===== src/logic/actrg_regs.svh =====
// actrg_regs.svh: register offsets, field positions and reset values
// for the acquisition trigger sequencer.
// assumes a 32-bit apb slave with byte addresses on aligned words.
`ifndef ACTRG_REGS_SVH
`define ACTRG_REGS_SVH

// register byte offsets
`define ACTRG_CTRL_OFFS      12'h000
`define ACTRG_FCOUNT_OFFS    12'h004
`define ACTRG_PERIOD_OFFS    12'h008
`define ACTRG_MINPER_OFFS    12'h00C
`define ACTRG_STATUS_OFFS    12'h010
`define ACTRG_FDONE_OFFS     12'h014

// control register fields
`define ACTRG_CTRL_ACQ_ON    0
`define ACTRG_CTRL_FRM_ON    1
`define ACTRG_CTRL_RATE_EN   2
`define ACTRG_CTRL_RUN       3

// reset values
`define ACTRG_CTRL_RST       32'h0000_0008
`define ACTRG_FCOUNT_RST     32'h0000_0003
`define ACTRG_PERIOD_RST     32'h0009_8968
`define ACTRG_MINPER_RST     32'h0000_0010

`endif


===== src/logic/actrg_pkg.sv =====
// actrg_pkg.sv: types shared by the acquisition trigger sequencer.
// assumes the constants header is included by the design file.
package actrg_pkg;

  // acquisition status of the sequencer
  typedef enum logic [1:0] {
    ACTRG_IDLE,
    ACTRG_WAIT_ACQ,
    ACTRG_WAIT_FRM,
    ACTRG_EXPOSE
  } actrg_state_t;

  // software configuration travelling together
  typedef struct packed {
    logic        acq_on;    // external acquisition start path
    logic        frm_on;    // external frame start path
    logic        rate_en;   // frame rate setting enabled
    logic        run;       // acquisition running
    logic [31:0] fcount;    // frames per acquisition
    logic [31:0] period;    // frame period in clocks
    logic [31:0] minper;    // least period the settings allow
  } actrg_cfg_t;

endpackage : actrg_pkg


===== src/logic/actrg_seq.sv =====
// actrg_seq.sv: acquisition trigger sequencer with apb registers.
// assumes an apb master on core_clk_in and an asynchronous trigger line.
//
// Function
// - both paths off: free run forever
// - internal frames at configured rate, slower if limited
// - rate disabled: run at maximum allowed rate
// - line rising edge is one frame trigger
// - acquisition path off: start generated internally
// - acquisition edge moves to wait-for-frame
// - after frame count, back to wait-for-acquisition
// - frame triggers ignored while awaiting acquisition
// - frame path off: triggers generated internally
// - frame triggers accepted only in wait-for-frame
//
// Design decisions made here: the APB slave port and the placing of the registers.
`timescale 1ns/100ps
`include "actrg_regs.svh"

module actrg_seq
  import actrg_pkg::*;
#(
  parameter int EXPOSE_CYCLES = 4   // cycles one exposure holds the sequencer; one cycle when frm_on is set
) (
  input  wire logic        core_clk_in,     // 25 MHz core clock
  input  wire logic        rst_in,          // synchronous, active high
  input  wire logic        psel_in,         // apb select
  input  wire logic        penable_in,      // apb access phase
  input  wire logic        pwrite_in,       // apb direction
  input  wire logic [11:0] paddr_in,        // apb byte address
  input  wire logic [31:0] pwdata_in,       // apb write data
  output logic      [31:0] prdata_out,      // apb read data
  output logic             pready_out,      // apb ready
  output logic             pslverr_out,     // apb error on unmapped address
  input  wire logic        trig_line_in,    // input line 1, asynchronous
  output logic             frame_start_out, // one-cycle frame exposure start
  output logic             acq_wait_out,    // waiting for acquisition start
  output logic             frm_wait_out     // waiting for frame start
);

  // configuration and state registers
  actrg_cfg_t   cfg_reg;          // software settings
  actrg_state_t state_reg;        // acquisition status
  actrg_state_t state_next;       // next status
  logic [31:0]  frames_reg;       // frames taken in this burst
  logic [31:0]  frames_next;      // next frame count
  logic [31:0]  timer_reg;        // internal frame period timer
  logic [31:0]  timer_next;       // next timer value
  logic [31:0]  fdone_reg;        // total frames since reset
  logic [2:0]   line_sync_reg;    // two-stage synchroniser plus edge stage
  logic [31:0]  rdata_reg;        // registered read data
  logic         ready_reg;        // registered ready
  logic         err_reg;          // registered error
  logic         fstart_reg;       // registered frame start

  // control word after reset, split into fields by bit position below
  localparam logic [31:0] CTRL_RST_WORD = `ACTRG_CTRL_RST;

  // larger of two periods
  function automatic logic [31:0] max32(input logic [31:0] a, input logic [31:0] b);
    max32 = (a > b) ? a : b;
  endfunction

  // apb decode
  wire         apb_acc    = psel_in & penable_in & ~ready_reg;
  wire         apb_wr     = apb_acc & pwrite_in;
  wire         hit_ctrl   = (paddr_in == `ACTRG_CTRL_OFFS);
  wire         hit_fcount = (paddr_in == `ACTRG_FCOUNT_OFFS);
  wire         hit_period = (paddr_in == `ACTRG_PERIOD_OFFS);
  wire         hit_minper = (paddr_in == `ACTRG_MINPER_OFFS);
  wire         hit_status = (paddr_in == `ACTRG_STATUS_OFFS);
  wire         hit_fdone  = (paddr_in == `ACTRG_FDONE_OFFS);
  wire         hit_any    = hit_ctrl | hit_fcount | hit_period | hit_minper
                            | hit_status | hit_fdone;
  wire [31:0]  ctrl_word  = {28'h0000000, cfg_reg.run, cfg_reg.rate_en,
                             cfg_reg.frm_on, cfg_reg.acq_on};
  wire [31:0]  stat_word  = {28'h0000000, frames_reg[1:0] != 2'h0,
                             state_reg == ACTRG_EXPOSE, frm_wait_out, acq_wait_out};
  wire [31:0]  rd_mux     = hit_ctrl   ? ctrl_word :
                            hit_fcount ? cfg_reg.fcount :
                            hit_period ? cfg_reg.period :
                            hit_minper ? cfg_reg.minper :
                            hit_status ? stat_word :
                            hit_fdone  ? fdone_reg : 32'h00000000;

  // trigger line edge, read only after two flip-flops
  // rising edge detect
  wire line_rise = line_sync_reg[1] & ~line_sync_reg[2];

  wire [31:0] eff_period = cfg_reg.rate_en ? max32(cfg_reg.period, cfg_reg.minper)
                                           : cfg_reg.minper;
  wire        timer_due  = (timer_reg >= eff_period - 32'h00000001);

  wire frm_trig = cfg_reg.frm_on ? line_rise : timer_due;
  wire acq_trig = cfg_reg.acq_on ? line_rise : 1'b1;

  // next-state logic of the sequencer
  always_comb begin
    state_next  = state_reg;
    frames_next = frames_reg;
    timer_next  = timer_due ? 32'h00000000 : timer_reg + 32'h00000001;
    case (state_reg)
      ACTRG_IDLE: begin
        if (cfg_reg.run) begin
          state_next = ACTRG_WAIT_ACQ;
        end
      end
      ACTRG_WAIT_ACQ: begin
        if (!cfg_reg.run) begin
          state_next = ACTRG_IDLE;
        end else if (acq_trig) begin
          state_next  = ACTRG_WAIT_FRM;
          frames_next = 32'h00000000;
          timer_next  = 32'h00000000;
        end
      end
      ACTRG_WAIT_FRM: begin
        if (!cfg_reg.run) begin
          state_next = ACTRG_IDLE;
        end else if (frm_trig) begin
          state_next  = ACTRG_EXPOSE;
          frames_next = frames_reg + 32'h00000001;
        end
      end
      default: begin
        // exposure in progress: triggers discarded
        if (timer_reg >= EXPOSE_CYCLES - 1 || cfg_reg.frm_on) begin
          state_next = (frames_reg >= cfg_reg.fcount) ? ACTRG_WAIT_ACQ : ACTRG_WAIT_FRM;
        end
      end
    endcase
  end

  // sequencer registers
  always_ff @(posedge core_clk_in) begin
    if (rst_in) begin
      state_reg     <= ACTRG_IDLE;
      frames_reg    <= 32'h00000000;
      timer_reg     <= 32'h00000000;
      fdone_reg     <= 32'h00000000;
      line_sync_reg <= 3'h0;
      fstart_reg    <= 1'b0;
    end else begin
      state_reg     <= state_next;
      frames_reg    <= frames_next;
      timer_reg     <= timer_next;
      line_sync_reg <= {line_sync_reg[1:0], trig_line_in};
      fstart_reg    <= (state_reg == ACTRG_WAIT_FRM) & cfg_reg.run & frm_trig;
      fdone_reg     <= fdone_reg + {31'h00000000, fstart_reg};
    end
  end

  // apb slave: one wait state, writes take effect at the answering edge
  always_ff @(posedge core_clk_in) begin
    if (rst_in) begin
      // fields by name: a packed copy would put the run bit in the wrong slot
      cfg_reg.acq_on  <= CTRL_RST_WORD[`ACTRG_CTRL_ACQ_ON];
      cfg_reg.frm_on  <= CTRL_RST_WORD[`ACTRG_CTRL_FRM_ON];
      cfg_reg.rate_en <= CTRL_RST_WORD[`ACTRG_CTRL_RATE_EN];
      cfg_reg.run     <= CTRL_RST_WORD[`ACTRG_CTRL_RUN];
      cfg_reg.fcount  <= `ACTRG_FCOUNT_RST;
      cfg_reg.period  <= `ACTRG_PERIOD_RST;
      cfg_reg.minper  <= `ACTRG_MINPER_RST;
      ready_reg <= 1'b0;
      err_reg   <= 1'b0;
      rdata_reg <= 32'h00000000;
    end else begin
      ready_reg <= apb_acc;
      err_reg   <= apb_acc & ~hit_any;
      rdata_reg <= (apb_acc & ~pwrite_in) ? rd_mux : 32'h00000000;
      if (apb_wr & hit_ctrl) begin
        cfg_reg.acq_on  <= pwdata_in[`ACTRG_CTRL_ACQ_ON];
        cfg_reg.frm_on  <= pwdata_in[`ACTRG_CTRL_FRM_ON];
        cfg_reg.rate_en <= pwdata_in[`ACTRG_CTRL_RATE_EN];
        cfg_reg.run     <= pwdata_in[`ACTRG_CTRL_RUN];
      end
      if (apb_wr & hit_fcount) begin
        // a zero count is treated as one frame
        cfg_reg.fcount <= max32(pwdata_in, 32'h00000001);
      end
      if (apb_wr & hit_period) begin
        cfg_reg.period <= max32(pwdata_in, 32'h00000001);
      end
      if (apb_wr & hit_minper) begin
        cfg_reg.minper <= max32(pwdata_in, 32'h00000001);
      end
    end
  end

  // outputs straight from flip-flops
  always_comb begin
    prdata_out      = rdata_reg;
    pready_out      = ready_reg;
    pslverr_out     = err_reg;
    frame_start_out = fstart_reg;
  end

  // status outputs registered separately
  logic acq_wait_reg;  // registered wait-for-acquisition
  logic frm_wait_reg;  // registered wait-for-frame
  always_ff @(posedge core_clk_in) begin
    if (rst_in) begin
      acq_wait_reg <= 1'b0;
      frm_wait_reg <= 1'b0;
    end else begin
      acq_wait_reg <= (state_next == ACTRG_WAIT_ACQ);
      frm_wait_reg <= (state_next == ACTRG_WAIT_FRM);
    end
  end
  assign acq_wait_out = acq_wait_reg;
  assign frm_wait_out = frm_wait_reg;

endmodule // actrg_seq


===== config.mk =====
export PLATFORM = sky130hd
export DESIGN_NAME = actrg_seq
export DESIGN_NICKNAME = d
export VERILOG_FILES = /design/src/logic/actrg_pkg.sv /design/src/logic/actrg_seq.sv
export VERILOG_INCLUDE_DIRS = /design/src /design/src/logic
export SDC_FILE = /design/constraint.sdc
export NUM_CORES = 1
export LEC_CHECK = 0
export BUFFER_PORTS_ARGS = -buffer_cell sky130_fd_sc_hd__buf_2
export CAP_MARGIN = 20
export CELL_PAD_IN_SITES_DETAIL_PLACEMENT = 1
export CELL_PAD_IN_SITES_GLOBAL_PLACEMENT = 2
export CORE_ASPECT_RATIO = 0.7
export CORE_MARGIN = 8
export CORE_UTILIZATION = 38
export CTS_BUF_LIST = sky130_fd_sc_hd__clkbuf_2
export DETAILED_ROUTE_END_ITERATION = 16
export GPL_ROUTABILITY_DRIVEN = 0
export PLACE_DENSITY_LB_ADDON = 0.1
export SLEW_MARGIN = 20
export SYNTH_ARGS = -nofsm -noshare
export SYNTH_HDL_FRONTEND = slang
export SYNTH_SLANG_ARGS = --single-unit

===== constraint.sdc =====
create_clock -name core_clk_in -period 9.15 [get_ports core_clk_in]
set_clock_uncertainty 0.15 [all_clocks]
set_input_delay 0.4575 -clock core_clk_in [delete_from_list [all_inputs] [get_ports core_clk_in]]
set_output_delay 0.4575 -clock core_clk_in [all_outputs]
set_load 0.05 [all_outputs]

# Word level (Yosys, flattened, before mapping)
# Cells that the tools add are included.
# classes
addsub	4
magnitude_cmp	5
n_eq_ne	14
n_mux	28
n_bitwise	22
reduce_logical	8
# op_table
cell	n
32-bit two-way mux	16
32-bit by 1-bit adder with 32-bit output, second input constant	2
32-bit greater-or-equal comparator	2
32-bit one-hot mux with 2 select lines	1
32-bit by 1-bit adder with 32-bit output	1
32-bit by 2-bit greater-or-equal comparator with 1-bit output, second input constant	1
32-bit by 1-bit greater-than comparator with 1-bit output, second input constant	1
32-bit greater-than comparator	1
32-bit by 1-bit subtractor with 32-bit output, second input constant	1
12-bit by 4-bit equality test with 1-bit output, second input constant	2
12-bit by 5-bit equality test with 1-bit output, second input constant	2
2-bit two-way mux	7
1-bit bitwise AND	12
12-bit by 3-bit equality test with 1-bit output, second input constant	1
12-bit logical NOT	1
2-bit inequality test, second input constant	4
2-bit equality test, second input constant	3
2-bit one-hot mux with 3 select lines	1
1-bit NOT	5
1-bit OR	5
5-bit AND reduction	1
2-bit by 1-bit equality test with 1-bit output, second input constant	2
4-bit two-way mux	1
2-bit nonzero test	2
5 further kinds	6
# word_totals
register_bits	238
input_bits	50
output_inout_bits	37

# Logic depth before layout (Yosys ltp)
# Gate-level depths: netlist of the first run.
# logic_depth
word_depth	10
depth_mapped	33

# Least setup slack after synthesis of the first run
# Ideal clock, no wire load.
# synth_timing
path_type	register to register
start	register cfg_reg[26] (netlist name)
end	register frames_reg[19]
t_arrival_ps	7390
setup_slack_ps	1496
path_stages_with_launch	31
path_buffers	3
cell_sequence	dfxtp_1 > inv_1 > ha_1 > nand4_1 > nor4_1 > nor3b_1 > a21boi_0 > a21bo_2 > clkbuf_1 > clkbuf_1 > nor2_1 > a21oi_1 > ha_1 > nand2b_1 > or4_4 > nand2b_4 > or4_1 > buf_2 > or4_4 > nor4_2 > xor2_1 > mux2i_1 > ha_1 > nand3_1 > nor3_1 > a221oi_1 > nand2_1 > a2111o_1 > o21ai_1 > mux2_2 > a2111oi_0
# synth_via
elab_chain_len	8
# synth_rtl
item	line	text
start, declared	actrg_seq.sv:42	actrg_cfg_t cfg_reg;
32-bit greater-than comparator	actrg_seq.sv:61	max32 = (a > b) ? a : b;
32-bit two-way mux	actrg_seq.sv:61	
32-bit two-way mux (*)	actrg_seq.sv:90	wire [31:0] eff_period = cfg_reg.rate_en ? max32(cfg_reg.period, cfg_reg.minper)
32-bit by 1-bit subtractor with 32-bit output (*)	actrg_seq.sv:92	wire timer_due = (timer_reg >= eff_period - 32'h00000001);
32-bit greater-or-equal comparator (*)	actrg_seq.sv:92	
1-bit two-way mux (*)	actrg_seq.sv:94	wire frm_trig = cfg_reg.frm_on ? line_rise : timer_due;
2-bit inequality test (no line) (*)	--	
5-bit AND reduction (no line) (*)	--	
end signal, assigned	actrg_seq.sv:145	frames_reg <= frames_next;
end, declared	actrg_seq.sv:45	logic [31:0] frames_reg;
# Every way passes the cells marked *; elsewhere a longest branch is shown, timed or not.
# A chain may end at the register's enable or synchronous reset.

# Worst setup path after layout of the first run
# layout_timing
start	register cfg_reg[25] (netlist name)
end	register timer_reg[29]
# layout_via
elab_chain_len	9
# layout_rtl
item	line	text
32-bit greater-than comparator	actrg_seq.sv:61	
32-bit two-way mux	actrg_seq.sv:61	
32-bit two-way mux (*)	actrg_seq.sv:90	
32-bit by 1-bit subtractor with 32-bit output (*)	actrg_seq.sv:92	
32-bit greater-or-equal comparator (*)	actrg_seq.sv:92	
32-bit two-way mux (*)	actrg_seq.sv:101	timer_next = timer_due ? 32'h00000000 : timer_reg + 32'h00000001;
32-bit two-way mux	actrg_seq.sv:111	end else if (acq_trig) begin
32-bit two-way mux	actrg_seq.sv:109	if (!cfg_reg.run) begin
32-bit two-way mux (*)	actrg_seq.sv:102	case (state_reg)
end signal, assigned	actrg_seq.sv:146	timer_reg <= timer_next;
end, declared	actrg_seq.sv:47	logic [31:0] timer_reg;
# Marked as above.

==> results of run 1 <==
worst register-to-register path, delay by kind of cell (launching register included):
family | cells | cell delay (ps)
mux | 1 | 120
compound gates | 6 | 1940
buf+inv | 2 | 400
flops | 1 | 420
fa+ha+maj | 3 | 900
xor+xnor | 1 | 180
simple gates | 15 | 4160
cell usage after synthesis, types with 2 or more instances:
library cell | n | share of area
o211ai_1 | 4 | 0.0022
nand2_1 | 286 | 0.079
nand2b_1 | 10 | 0.0046
buf_1 | 4 | 0.0011
dfxtp_1 | 238 | 0.35
a2111oi_0 | 2 | 0.0013
xnor2_1 | 56 | 0.036
and2_0 | 3 | 0.0014
o211a_1 | 2 | 0.0015
and2_1 | 11 | 0.0051
a21o_1 | 6 | 0.0033
o21ai_0 | 73 | 0.027
a22oi_1 | 33 | 0.018
mux2_2 | 4 | 0.0033
and4_1 | 10 | 0.0065
nor3b_1 | 4 | 0.0022
nor3_1 | 37 | 0.014
o2111ai_1 | 2 | 0.0013
or3_1 | 13 | 0.0060
o311a_1 | 2 | 0.0015
o221ai_1 | 2 | 0.0013
clkbuf_1 | 84 | 0.023
o21ai_1 | 3 | 0.0011
nor4_1 | 40 | 0.018
a221o_1 | 14 | 0.010
inv_1 | 85 | 0.024
xor2_1 | 59 | 0.038
nand3_1 | 67 | 0.025
a21oi_1 | 177 | 0.065
mux2i_1 | 22 | 0.016
o31ai_1 | 13 | 0.0072
or4_1 | 18 | 0.010
and3_1 | 16 | 0.0074
o21a_1 | 2 | 0.0011
a221oi_1 | 6 | 0.0039
ha_1 | 102 | 0.094
nand4_1 | 30 | 0.014
nor2_1 | 147 | 0.041
a211oi_1 | 10 | 0.0055
or2_2 | 6 | 0.0028
or4_4 | 3 | 0.0025
nor2b_1 | 17 | 0.0078
layout by cell type, fill, tap and decap left out, types with 18 or more instances in the layout:
| cell | Yosys | final |
|---|---|---|
| a21oi_1 | 177 | 177 |
| buf_4 | 0 | 18 |
| nand3_1 | 67 | 67 |
| inv_1 | 85 | 85 |
| xnor2_1 | 56 | 56 |
| mux2i_1 | 22 | 22 |
| or4_1 | 18 | 18 |
| nand4_1 | 30 | 30 |
| a22oi_1 | 33 | 33 |
| xor2_1 | 59 | 59 |
| nand2_1 | 286 | 286 |
| o21ai_0 | 73 | 72 |
| dfxtp_1 | 238 | 238 |
| clkbuf_2 | 0 | 92 |
| nor3_1 | 37 | 37 |
| nor4_1 | 40 | 40 |
| dlygate4sd3_1 | 0 | 55 |
| nor2_1 | 147 | 145 |
| ha_1 | 102 | 102 |
| buf_2 | 1 | 85 |
how the worst max path moves through the flow:
| stage | endpoint | cells past startpoint |
|---|---|---|
| final | timer_reg[29]$_SDFF_PP0_ | 28 |
| after global routing | timer_reg[8]$_SDFF_PP0_ | 28 |
| after CTS | timer_reg[29]$_SDFF_PP0_ | 28 |
| after detailed placement | timer_reg[8]$_SDFF_PP0_ | 28 |
| after global placement | timer_reg[3]$_SDFF_PP0_ | 28 |
| after floorplan | frames_reg[19]$_SDFFE_PP0P_ | 30 |
where the power goes:
group | switching [W] | internal, W | total [W]
logic | 0.000102 | 0.0000524 | 0.000154
clock network | 0.000474 | 0.000262 | 0.000736
registers | 0.0000114 | 0.00104 | 0.00106
cell families after synthesis:
group	synth area share
simple gates	0.251
flops	0.351
xor+xnor	0.0743
buf+inv	0.0491
compound gates	0.161
mux	0.0196
fa+ha+maj	0.0941
per-layer routing:
| layer | global-route usage | vias to the layer above | part of all wire |
|---|---|---|---|
| met3 | 0.0374 | 93 | 0.045 |
| met2 | 0.370 | 307 | 0.45 |
| met4 | 0.0765 | 0 | 0.028 |
| li1 | - | 6410 | - |
| met5 | 0 | - | 0 |
| met1 | 0.314 | 6449 | 0.48 |
what timing repair did:
action,CTS,global route
resized for setup,0,0
hold buffers,55,0
endpoints found under the hold margin,134,0
metrics by stage:
stage               total power [W]   util
floorplan                   0.00116      -
global placement            0.00122  0.405
detailed placement          0.00122  0.405
CTS                         0.00197  0.434
global route                0.00204  0.434
finish                      0.00195  0.434
cell type report:
| type | instances | area (um2) |
|---|---|---|
| fillers | 4418 | 20100 |
| multi-input cells | 1331 | 8140 |
| flip-flops and latches | 238 | 4760 |
| repair buffers | 158 | 1110 |
| well taps | 480 | 601 |
| clock buffers | 92 | 460 |
| inverters | 85 | 319 |
| clock inverters | 7 | 35.0 |
| diodes | 2 | 5.00 |
==> flow_summary.json, run 1 <==
{
  "crit_slowest_cell": "or4_1",
  "grt.total_usage": 0.231,
  "hold_path_depth": 6,
  "drc": 0,
  "die_area_mm2": 0.0421,
  "clk_latency_ps": 1010,
  "io_buffers": 86,
  "async_flop_share": 0,
  "htree_num_levels": 2,
  "cp_data_required_time_ps": 9880,
  "clockBufferDepth": 3,
  "rr_endpoint": "timer_reg[29]$_SDFF_PP0_",
  "fin_crit_sh": 0.911,
  "path_clk_slew_ps": 100,
  "root_buffer": "clkbuf_2",
  "drv_slew": 0,
  "synth.distinct_cells": 63,
  "num_rows": 58,
  "grt_pass1_vias": 13500,
  "routedWlPerCell_um": 21.0,
  "min-delay-start": "paddr_in[11]",
  "placedCellCount": 2237,
  "min_to": "prdata_out[0]$_SDFF_PP0_",
  "finalWorstPathRequiredPeriod_ps": 8340,
  "hold_viol_final": 0,
  "cpMostUsedCell": "ha_1",
  "cp-start-kind": "flip-flop",
  "overflow": 0,
  "setup_slack_ps": 812,
  "core_mm2": 0.0356,
  "drive_above_1_share": 0.115,
  "r2r_start": "cfg_reg[25]$_SDFFE_PP0P_",
  "outcome": "finished, final reports clean",
  "crit_buf_inv": 2,
  "finish.instance_area_mm2": 0.0154,
  "antenna_found_initial": 2,
  "reg2reg_depth": 28,
  "hold-worst-slack_ps": 110,
  "slowest_delay_ps": 570,
  "post_cts.repair.setup_buffers": 0,
  "numCtsBuffers": 61,
  "setup_violations": 0,
  "viasPerCell": 5.54,
  "initialDrtViolationCount": 741,
  "critPathArrivalTime_ps": 9060,
  "grt_pass1_wl_um": 78300,
  "via_count": 13300,
  "die_x_um": 242,
  "max_freq_mhz": 120,
  "crit_family": "simple AND/OR/NAND/NOR gates",
  "routed_wl_um": 50300,
  "mappedNetlistArea_mm2": 0.0136,
  "dp_hpwl_um": 36600,
  "cp-end-kind": "flip-flop",
  "power.density_mw_per_mm2": 126,
  "grt_max_degree": 90,
  "synthFlopType": "dfxtp_1",
  "dr.pass1.iters": 5,
  "slew_headroom": 0.309,
  "die_h_um": 174,
  "r2r_setup_slack_ps": 810,
  "syn-instance-count": 1744,
  "drt.antenna.violating_nets": 0,
  "synth_nets": 1896,
  "cts.sinks": 238,
  "synth_area_per_cell_um2": 7.78,
  "setup_tns_ps": 0,
  "crit_path_max_fanout": 32,
  "hold_class": "primary input to flip-flop",
  "synthToLayoutAreaGrowth_pct": 13.8,
  "synth-seq-area-share": 0.351,
  "crit_start": "cfg_reg[25]$_SDFFE_PP0P_",
  "maxCapViolCount": 0,
  "synth_edf_count": 0,
  "place_ws_ps": 818,
  "layout.cells.non_filler": 2393,
  "fin_nets": 2027,
  "largest_register_ff_count": 100,
  "num_io_pins": 87,
  "synth_warnings": 0,
  "start_util": 0.381,
  "dpl-instance-area_mm2": 0.0144,
  "ir_drop_uv": 67.0,
  "critPathKind": "flip-flop to flip-flop",
  "p_leak_nw": 6.10,
  "worst_slew_pin_slew_ps": 1040,
  "rsz0062_at_grt": "no",
  "cts_tree": "yes",
  "ys_ff_latch": 238
}
(Power assumes the default switching activity.)
==> run 2, diff against run 1 <==
--- a/config.mk
+++ b/config.mk
@@ -6,15 +6,15 @@
 export SDC_FILE = /design/constraint.sdc
 export NUM_CORES = 1
 export LEC_CHECK = 0
-export BUFFER_PORTS_ARGS = -buffer_cell sky130_fd_sc_hd__buf_2
 export CAP_MARGIN = 20
 export CELL_PAD_IN_SITES_DETAIL_PLACEMENT = 1
 export CELL_PAD_IN_SITES_GLOBAL_PLACEMENT = 2
 export CORE_ASPECT_RATIO = 0.7
 export CORE_MARGIN = 8
-export CORE_UTILIZATION = 38
+export CORE_UTILIZATION = 40
 export CTS_BUF_LIST = sky130_fd_sc_hd__clkbuf_2
 export DETAILED_ROUTE_END_ITERATION = 16
+export DONT_BUFFER_PORTS = 1
 export GPL_ROUTABILITY_DRIVEN = 0
 export PLACE_DENSITY_LB_ADDON = 0.1
 export SLEW_MARGIN = 20
==> flow_summary.json, run 2 (synthesis gave the netlist of run 1 again) <==
{
  "slew_headroom": 0.374,
  "routedWlPerCell_um": 22.2,
  "htree_num_levels": 2,
  "drc": 0,
  "overflow": 0,
  "hold_viol_final": 0,
  "clockBufferDepth": 3,
  "grt_use_met3": 0.0515,
  "cp_data_required_time_ps": 9870,
  "drive_above_1_share": 0.0729,
  "fin_util": 0.455,
  "hold_class": "primary input to flip-flop",
  "crit_path_max_fanout": 32,
  "worst_slew_pin_slew_ps": 932,
  "max_freq_mhz": 117,
  "grt_pass1_vias": 13300,
  "cp-start-kind": "flip-flop",
  "num_rows": 56,
  "setup_tns_ps": 0,
  "die_area_mm2": 0.0401,
  "drt.antenna.violating_nets": 0,
  "rsz0062_at_grt": "no",
  "critPathKind": "flip-flop to flip-flop",
  "path_clk_slew_ps": 120,
  "initialDrtViolationCount": 1036,
  "ir_drop_uv": 83.2,
  "grt_pass1_wl_um": 77800,
  "grt-busiest-layer": "met2",
  "clk_latency_ps": 1010,
  "p_leak_nw": 5.79,
  "critPathArrivalTime_ps": 9280,
  "final_cell_mix": "nand2_1 (285), dfxtp_1 (238), a21oi_1 (177)",
  "viasPerCell": 5.71,
  "start_util": 0.406,
  "cp-end-kind": "flip-flop",
  "maxCapViolCount": 0,
  "core_mm2": 0.0334,
  "die_h_um": 170,
  "synthToLayoutAreaGrowth_pct": 12.0,
  "dr.pass1.iters": 5,
  "layout_commonest_cell": "nand2_1",
  "setup_violations": 0,
  "p_total_w": 0.00200,
  "largest_register_ff_count": 100,
  "cts.sinks": 238,
  "met2_usage": 0.391,
  "die_x_um": 236,
  "antenna_found_initial": 1,
  "grt_use_met1": 0.330,
  "grt.total_usage": 0.246,
  "root_buffer": "clkbuf_2",
  "num_io_pins": 87,
  "cts_tree": "yes",
  "routed_wl_um": 50700,
  "fin_crit_sh": 0.936,
  "r2r_setup_slack_ps": 580,
  "cpMostUsedCell": "ha_1",
  "via_count": 13100,
  "finalWorstPathRequiredPeriod_ps": 8570,
  "slowest_delay_ps": 570,
  "outcome": "finished, final reports clean",
  "grt_max_degree": 152,
  "dp_hpwl_um": 36100,
  "crit_slowest_cell": "or4_1",
  "cts_resized": 0,
  "fin_nets": 1956,
  "power.density_mw_per_mm2": 131,
  "numCtsBuffers": 61,
  "fillers": 4156,
  "drv_slew": 0,
  "io_buffers": 0
}
## run 2: cell count changes in the layout (fill, tap and decap cells not counted), sizes merged
cell / change
buf: -83
clkinv: +16
dlygate4sd3: +12
clkbuf: -6
bufinv: +2
clkinvlp: -2
diode: +1
inv: +1
## run 2: what timing repair did
action | 4_1_cts | 5_1_grt
endpoints found under the setup margin | 0 | 0
buffers inserted | 0 | 0
hold buffers | 68 | 1
endpoints found under the hold margin | 237 | 13
## run 2: critical path, delay by kind of cell (launching register included)
kind / cells / cell delay, ps
flops: 1 / 540
simple gates: 15 / 4050
fa+ha+maj: 3 / 900
mux: 1 / 110
compound gates: 6 / 2090
buf+inv: 2 / 390
xor+xnor: 1 / 170
## run 2: path summary, 6_finish.rpt
path / from / to / cells after the start
max: cfg_reg[11]$_SDFFE_PP0P_ / timer_reg[31]$_SDFF_PP0_ / 28
min: pwdata_in[14] / cfg_reg[14]$_SDFFE_PP0P_ / 3
max reg2reg: cfg_reg[11]$_SDFFE_PP0P_ / timer_reg[31]$_SDFF_PP0_ / 28
min reg2reg: line_sync_reg[0]$_SDFF_PP0_ / line_sync_reg[1]$_SDFF_PP0_ / 1
## run 2: metrics by stage
stage               hold WS, ps  cells  instance area (um2)  worst slack, ps
floorplan                   264   1744                13600             1500
global placement            280   2107                13900             1070
detailed placement          295   2107                13900              812
CTS                       0.242   2285                15200              758
global route               37.2   2288                15200             39.8
finish                     90.9   2289                15200              584
## run 2: layer usage
metal | wire (um) | up-vias | part of all wire
met2 | 22300 | 345 | 0.44
met4 | 1570 | 0 | 0.031
met1 | 23600 | 6357 | 0.47
li1 | - | 6263 | -
met5 | 0 | - | 0
met3 | 3270 | 102 | 0.065
## run 2: final cells by class
cell class | instances | area, um2 | area share
Tap cell | 435 | 544 | 0.0358
Multi-Input combinational cell | 1331 | 8140 | 0.536
Clock inverter | 24 | 148 | 0.00972
Timing Repair Buffer | 87 | 838 | 0.0552
Sequential cell | 238 | 4760 | 0.314
Clock buffer | 86 | 430 | 0.0283
Antenna cell | 3 | 7.51 | 0.000494
Inverter | 85 | 319 | 0.0210
## run 2: power by group
part	switching, W	total, W	internal, W
combinational	0.0000860	0.000132	0.0000463
clock	0.000485	0.000798	0.000313
sequential	0.0000224	0.00107	0.00104
